File: src/rtl/asp_pkg.sv
// Purpose: constants and carrier types for the static memory host port
// Assumes: 250 MHz reference clock
// Notes: times in ns, cycle counts derived from the clock period
package asp_pkg;
  localparam int ADDR_W = 15;
  localparam int DATA_W = 8;
  localparam int CLK_PS = 4000;
  // Timing figures in ns
  localparam int T_CYCLE_NS = 20;
  localparam int T_ACCESS_NS = 20;
  localparam int T_WPULSE_NS = 15;
  localparam int T_DSETUP_NS = 10;
  localparam int T_AHOLD_NS = 1;
  localparam int T_TURN_NS = 9;
  // Least times round up to whole cycles, never below one
  function automatic int ns_to_cyc(input int ns);
    int c;
    c = (ns * 1000 + CLK_PS - 1) / CLK_PS;
    return (c < 1) ? 1 : c;
  endfunction
  localparam int CYC_ACCESS = ns_to_cyc(T_ACCESS_NS) + 1;
  localparam int CYC_WPULSE = ns_to_cyc(T_WPULSE_NS);
  localparam int CYC_DSETUP = ns_to_cyc(T_DSETUP_NS);
  localparam int CYC_AHOLD = ns_to_cyc(T_AHOLD_NS);
  localparam int CYC_GAP = ns_to_cyc(T_CYCLE_NS);
  localparam int CYC_TURN = ns_to_cyc(T_TURN_NS);
  localparam int CNT_W = 4;

  typedef enum logic [2:0] {
    ST_IDLE,
    ST_RD_ACCESS,
    ST_WR_SETUP,
    ST_WR_PULSE,
    ST_WR_HOLD,
    ST_GAP
  } asp_state_type;

  // Pin group toward the memory
  typedef struct packed {
    logic [ADDR_W-1:0] addr;
    logic chip_select_n;
    logic output_enable_n;
    logic write_enable_n;
    logic [DATA_W-1:0] data_out;
    logic data_oe;
  } asp_pins_type;

  typedef struct packed {
    asp_state_type state;
    logic [CNT_W-1:0] cnt;
    asp_pins_type pins;
    logic busy;
    logic rd_valid;
    logic [DATA_W-1:0] rd_data;
    logic wr_done;
  } asp_regs_type;
endpackage

File: src/rtl/asp_host.sv
// Purpose: host controller driving an asynchronous 32K x 8 static memory
// Assumes: pins sampled synchronously to ref_clk_i; one request at a time
// Notes: chip select framed reads and write-enable framed writes
//        requests that arrive while busy are dropped with no indication
//        write data and address stay one cycle past the write end; zero would do for the data
//        reads sample one cycle past the access time, trading latency for margin
//
// Behaviour
// Memory holds 32768 words of eight bits, chosen by fifteen address lines.
// Memory keeps contents with no clock or refresh from us.
// Chip select high deselects memory; bus floats whatever other strobes do.
// While selected, write enable low writes, high reads; output enable gates drive.
// Select low, output enable low, write enable high: memory drives stored word.
// With select and output enable held low, output follows address after access.
// Address is valid no later than chip select falling for reads.
// Write occurs only while chip select and write enable are both low.
// Write starts with all controls valid; first rising strobe ends it.
// Write data stable at least 10 ns before the ending edge.
// Write data may be released at the ending edge.
// Address valid 15 ns before write end, held 1 ns after.
// With output enable high during write, memory keeps outputs floating.
// Cycles spaced at least 20 ns; never drive bus while memory drives. After a read, chip select stays high only 16 ns before the next cycle.
`timescale 1ns/1ps
module asp_host
  import asp_pkg::*;
(
  input wire logic ref_clk_i,
  input wire logic rst_i,
  input wire logic req_valid_i,
  input wire logic req_write_i,
  input wire logic [ADDR_W-1:0] req_addr_i,
  input wire logic [DATA_W-1:0] req_wdata_i,
  output logic busy_o,
  output logic rd_valid_o,
  output logic [DATA_W-1:0] rd_data_o,
  output logic wr_done_o,
  output logic [ADDR_W-1:0] word_address_bus_o,
  output logic chip_select_n_o,
  output logic output_enable_n_o,
  output logic write_enable_n_o,
  input wire logic [DATA_W-1:0] shared_data_bus_i,
  output logic [DATA_W-1:0] shared_data_bus_o,
  output logic shared_data_bus_oe_o
);

  // ****************************************
  // State
  // ****************************************
  asp_regs_type r;
  asp_regs_type next_r;

  // ****************************************
  // Helpers
  // ****************************************
  // Every phase loads its whole wait and leaves on a count of one, so a
  // wait of N cycles costs exactly N edges in its state
  function automatic logic last_tick(input logic [CNT_W-1:0] cnt);
    return cnt == CNT_W'(1);
  endfunction

  // Counters never wrap: they are only stepped while last_tick is false
  function automatic logic [CNT_W-1:0] tick_down(input logic [CNT_W-1:0] cnt);
    return cnt - CNT_W'(1);
  endfunction

  // ****************************************
  // Sequencing
  // ****************************************
  // All pins come from the state register so timing is cycle exact
  always_comb
  begin
    next_r = r;
    next_r.rd_valid = 1'b0;
    next_r.wr_done = 1'b0;
    case (r.state)
      ST_IDLE:
      begin
        next_r.busy = 1'b0;
        if (req_valid_i)
        begin
          next_r.busy = 1'b1;
          // address first
          next_r.pins.addr = req_addr_i;
          next_r.pins.chip_select_n = 1'b0;
          if (req_write_i)
          begin
            // controls valid
            next_r.pins.output_enable_n = 1'b1;
            next_r.pins.write_enable_n = 1'b1;
            next_r.pins.data_out = req_wdata_i;
            next_r.cnt = CNT_W'(CYC_TURN);
            next_r.state = ST_WR_SETUP;
          end
          else
          begin
            // read drive
            next_r.pins.write_enable_n = 1'b1;
            next_r.pins.output_enable_n = 1'b0;
            next_r.pins.data_oe = 1'b0;
            next_r.cnt = CNT_W'(CYC_ACCESS);
            next_r.state = ST_RD_ACCESS;
          end
        end
      end
      ST_RD_ACCESS:
      begin
        // access wait
        // One cycle beyond the access time covers the memory's output settling
        if (last_tick(r.cnt))
        begin
          next_r.rd_data = shared_data_bus_i;
          next_r.rd_valid = 1'b1;
          // deselect
          next_r.pins.chip_select_n = 1'b1;
          next_r.pins.output_enable_n = 1'b1;
          next_r.cnt = CNT_W'(CYC_TURN);
          next_r.state = ST_GAP;
        end
        else
          next_r.cnt = tick_down(r.cnt);
      end
      ST_WR_SETUP:
      begin
        // bus turnaround, R13 memory floats with output enable high
        // Output enable went high at acceptance; wait out the float time first
        if (last_tick(r.cnt))
        begin
          next_r.pins.data_oe = 1'b1;
          // write window opens
          next_r.pins.write_enable_n = 1'b0;
          next_r.cnt = CNT_W'((CYC_WPULSE > CYC_DSETUP) ? CYC_WPULSE : CYC_DSETUP);
          next_r.state = ST_WR_PULSE;
        end
        else
          next_r.cnt = tick_down(r.cnt);
      end
      ST_WR_PULSE:
      begin
        // data setup, R12 address setup
        if (last_tick(r.cnt))
        begin
          next_r.pins.write_enable_n = 1'b1;
          next_r.cnt = CNT_W'(CYC_AHOLD);
          next_r.state = ST_WR_HOLD;
        end
        else
          next_r.cnt = tick_down(r.cnt);
      end
      ST_WR_HOLD:
      begin
        // address hold, R11 data released after end
        // Write enable alone ends the write, so chip select may rise later
        if (last_tick(r.cnt))
        begin
          next_r.pins.data_oe = 1'b0;
          next_r.pins.chip_select_n = 1'b1;
          next_r.wr_done = 1'b1;
          next_r.cnt = CNT_W'(CYC_GAP);
          next_r.state = ST_GAP;
        end
        else
          next_r.cnt = tick_down(r.cnt);
      end
      ST_GAP:
      begin
        // spacing between cycles
        if (last_tick(r.cnt))
        begin
          next_r.busy = 1'b0;
          next_r.state = ST_IDLE;
        end
        else
          next_r.cnt = tick_down(r.cnt);
      end
      default:
      begin
        // Unused codes fall back to idle; pins keep their last level till then
        next_r.state = ST_IDLE;
      end
    endcase
  end

  // State register; strobes inactive and bus released at reset
  always_ff @(posedge ref_clk_i or posedge rst_i)
  begin
    if (rst_i)
    begin
      r.state <= ST_IDLE;
      r.cnt <= '0;
      r.pins.addr <= '0;
      r.pins.chip_select_n <= 1'b1;
      r.pins.output_enable_n <= 1'b1;
      r.pins.write_enable_n <= 1'b1;
      r.pins.data_out <= '0;
      r.pins.data_oe <= 1'b0;
      r.busy <= 1'b0;
      r.rd_valid <= 1'b0;
      r.rd_data <= '0;
      r.wr_done <= 1'b0;
    end
    else
      r <= next_r;
  end

  // ****************************************
  // Outputs
  // ****************************************
  // Straight off the state register, so every pin leaves a flip-flop
  assign busy_o = r.busy;
  assign rd_valid_o = r.rd_valid;
  assign rd_data_o = r.rd_data;
  assign wr_done_o = r.wr_done;
  assign word_address_bus_o = r.pins.addr;
  assign chip_select_n_o = r.pins.chip_select_n;
  assign output_enable_n_o = r.pins.output_enable_n;
  assign write_enable_n_o = r.pins.write_enable_n;
  assign shared_data_bus_o = r.pins.data_out;
  assign shared_data_bus_oe_o = r.pins.data_oe;

endmodule // asp_host

File: config.mk
export PLATFORM = sky130hd
export DESIGN_NAME = asp_host
export DESIGN_NICKNAME = d
export VERILOG_FILES = /design/src/rtl/asp_pkg.sv /design/src/rtl/asp_host.sv
export SDC_FILE = /design/constraint.sdc
export NUM_CORES = 1
export LEC_CHECK = 0
export BUFFER_PORTS_ARGS = -buffer_cell sky130_fd_sc_hd__buf_2
export CAP_MARGIN = 15
export CORE_MARGIN = 10
export CORE_UTILIZATION = 40
export CTS_CLUSTER_DIAMETER = 80
export DETAILED_ROUTE_END_ITERATION = 10
export GPL_ROUTABILITY_DRIVEN = 1
export GPL_TIMING_DRIVEN = 1
export PLACE_DENSITY = 0.76
export SYNTH_ARGS = -nofsm -noshare
export SYNTH_HDL_FRONTEND = slang
export SYNTH_SLANG_ARGS = --single-unit
File: constraint.sdc
create_clock -name ref_clk_i -period 4.2 [get_ports ref_clk_i]
set_input_delay 0.21 -clock ref_clk_i [delete_from_list [all_inputs] [get_ports ref_clk_i]]
set_output_delay 0.21 -clock ref_clk_i [all_outputs]
set_load 0.01 [all_outputs]
==> out/results.ini <==
[timing]
fin_crit_ns=2.56
final-hold-violation-count=0
fmax_mhz=390
finalClockSkew_ns=0.0103
drv_slew=0
slew_headroom=0.384
fin_crit_sh=0.610
setup_viol=0
rsz0062_at_grt=no
worst_pin_slew_ns=0.923
whs_ns=0.121
setup_tns_ns=0

[drt]
drcViolationCount=0
wire_per_inst_um=15.5
avgViaCountPerCell=5.02
dr.pass1.iters=4
first_iter_violations=146
vias=1602
finalWirelength_mm=4.96
antenna_left=0

[clock_network]
cts_setup_buffers=0
clkSlewWorstSetupHoldPaths_ns=0.09
numCtsBuffers=5
clock-sinks=45
cts_hold_buf=0
cts_max_level=2
cts.path.max_buffers=2
cts_resized=0
cts-root-buf=clkbuf_8
clk-insertion-delay-late_ns=0.29
cts_tree=done

[placement]
portBuffers=72
dp_hpwl_mm=3.73
place.gp.congestion=0.878

[global_routing]
grt_use_total=0.104
overflow=0
grt_max_degree=46
antenna_found_initial=0
grt_pass1_vias=1616
grt_pass1_wl_mm=8.36

[worst_hold_path]
hp-class=input pin to asynchronous set/reset pin

[yosys]
ys_seq_area_frac=0.477
synth_top_area_cell=dfrtp_1
synth_top_cell_area_share=0.444
synth.most_common_cell=dfrtp_1
ys_top_cells_by_count=dfrtp_1, buf_4, mux2_2
yosys-top-cells-area=dfrtp_1, mux2_2, buf_4
synth.distinct_cells=45
syn_avg_cell_area_um2=11.3
ys_async_sr_fraction=1.00
synth_ff_type=dfrtp_1
ys_warn_count=0
syn_inst=210
synth_area_um2=2370
synth_enable_flop_cells=0
syn-num-nets=249
ys_ff_latch=45

[floorplanning]
core_um2=5640
num_rows=27
pin_count=73
initial_core_util=0.420
die_x_um=97.0
die_area_um2=9400
die_h_um=97.0

[critical_path]
worst-path-max-fanout=11
setup.worst_path.end_class=register
crit_arrival_ns=2.74
crit_type=register to register
cp_data_required_time_ns=4.38
startpoint_type=register
r2r_slack_ns=1.64

[power]
p_leak_nw=1.25
report.power.total_mw=2.02
p_per_area_nw_per_um2=770
vdd.ir_drop.worst_v=0.000318

[cells_and_area]
utilization=0.464
nNetsFinal=285
diodes=0
drive_gt1_frac=0.482
area_growth_pct=10.6
fill_cells=534

[run_status]
status=finished clean

[run]
drv_cap=0

==> cell families (layout without fill, tap and decap cells) <==
kind of cell	after synthesis	after routing	synth area share
buffers and inverters	51	88	0.142
AO/OA/AOI/OAI	33	33	0.102
adder cells (fa/ha/maj)	4	4	0.0211
AND/OR/NAND/NOR	45	45	0.106
multiplexers	32	32	0.152
flip-flops	45	45	0.477
==> final cells by class <==
type | instances | area, µm² | area share
Clock buffer | 6 | 72.6 | 0.0277
Clock inverter | 2 | 35.0 | 0.0134
Inverter | 8 | 30.0 | 0.0115
Multi-Input combinational cell | 114 | 902 | 0.344
Sequential cell | 45 | 1130 | 0.431
Tap cell | 72 | 90.1 | 0.0344
Timing Repair Buffer | 72 | 360 | 0.138
==> layer usage <==
metal,GRT usage,up-vias,part of all wire
met1,0.147,748,0.48
met4,0.0338,0,0.013
met2,0.142,68,0.43
li1,-,782,-
met5,0,-,0
met3,0.0390,4,0.081
==> final timing paths <==
| check | startpoint | to | cells past startpoint |
|---|---|---|---|
| setup / recovery | r[38] | rd_data_o[2] | 4 |
| hold / removal | rst_i | r[42] | 2 |
| setup reg to reg | r[38] | rd_data_o[2] | 4 |
| hold reg to reg | shared_data_bus_o[5] | shared_data_bus_o[5] | 1 |
| max in group asynchronous | rst_i | word_address_bus_o[4] | 2 |
| min in group ref_clk_i | req_addr_i[6] | word_address_bus_o[6] | 2 |
==> state kept, by name (all words and copies together), names as in the netlist <==
signal / count
r: 7
wr_done_o: 1
rd_valid_o: 1
chip_select_n_o: 1
busy_o: 1
shared_data_bus_o: 8
write_enable_n_o: 1
output_enable_n_o: 1
word_address_bus_o: 15
shared_data_bus_oe_o: 1
rd_data_o: 8
==> cells in the final DEF, fill, tap and decap left out, types with 2 or more instances in the layout <==
cell type and instances:
buf_2 72, dfrtp_1 42, mux2_2 31, nor2_1 13, nand2_1 9, a21oi_1 8, inv_1 7, o21ai_0 6
clkbuf_8 5, ha_1 4, and3_1 3, a22o_1 3, nor4_1 3, a211oi_1 3, dfstp_2 3, or3b_1 2
nand2b_1 2, nand3_1 2
==> stage by stage <==
step	setup slack [ns]	instance area, µm²	cells
floorplan	2.43	2370	210
finish	1.64	2620	319
detailed placement	1.66	2510	311
CTS	1.63	2620	319
global placement	1.77	2510	311
global route	1.46	2620	319
==> worst max-delay path, cell delays in order, from the launching register on <==
cell and delay (ns):
dfrtp_1 0.49, ha_1 0.27, or3b_1 0.54, nor2_1 0.73
mux2_2 0.42
==> power breakdown <==
group / switching (mW) / internal (mW) / leakage (nW)
registers: 0.170 / 0.651 / 0.539
clock network: 0.140 / 0.177 / 0.0552
logic: 0.439 / 0.442 / 0.653
total: 0.749 / 1.27 / 1.25
Power figures use the tool's default switching activity.
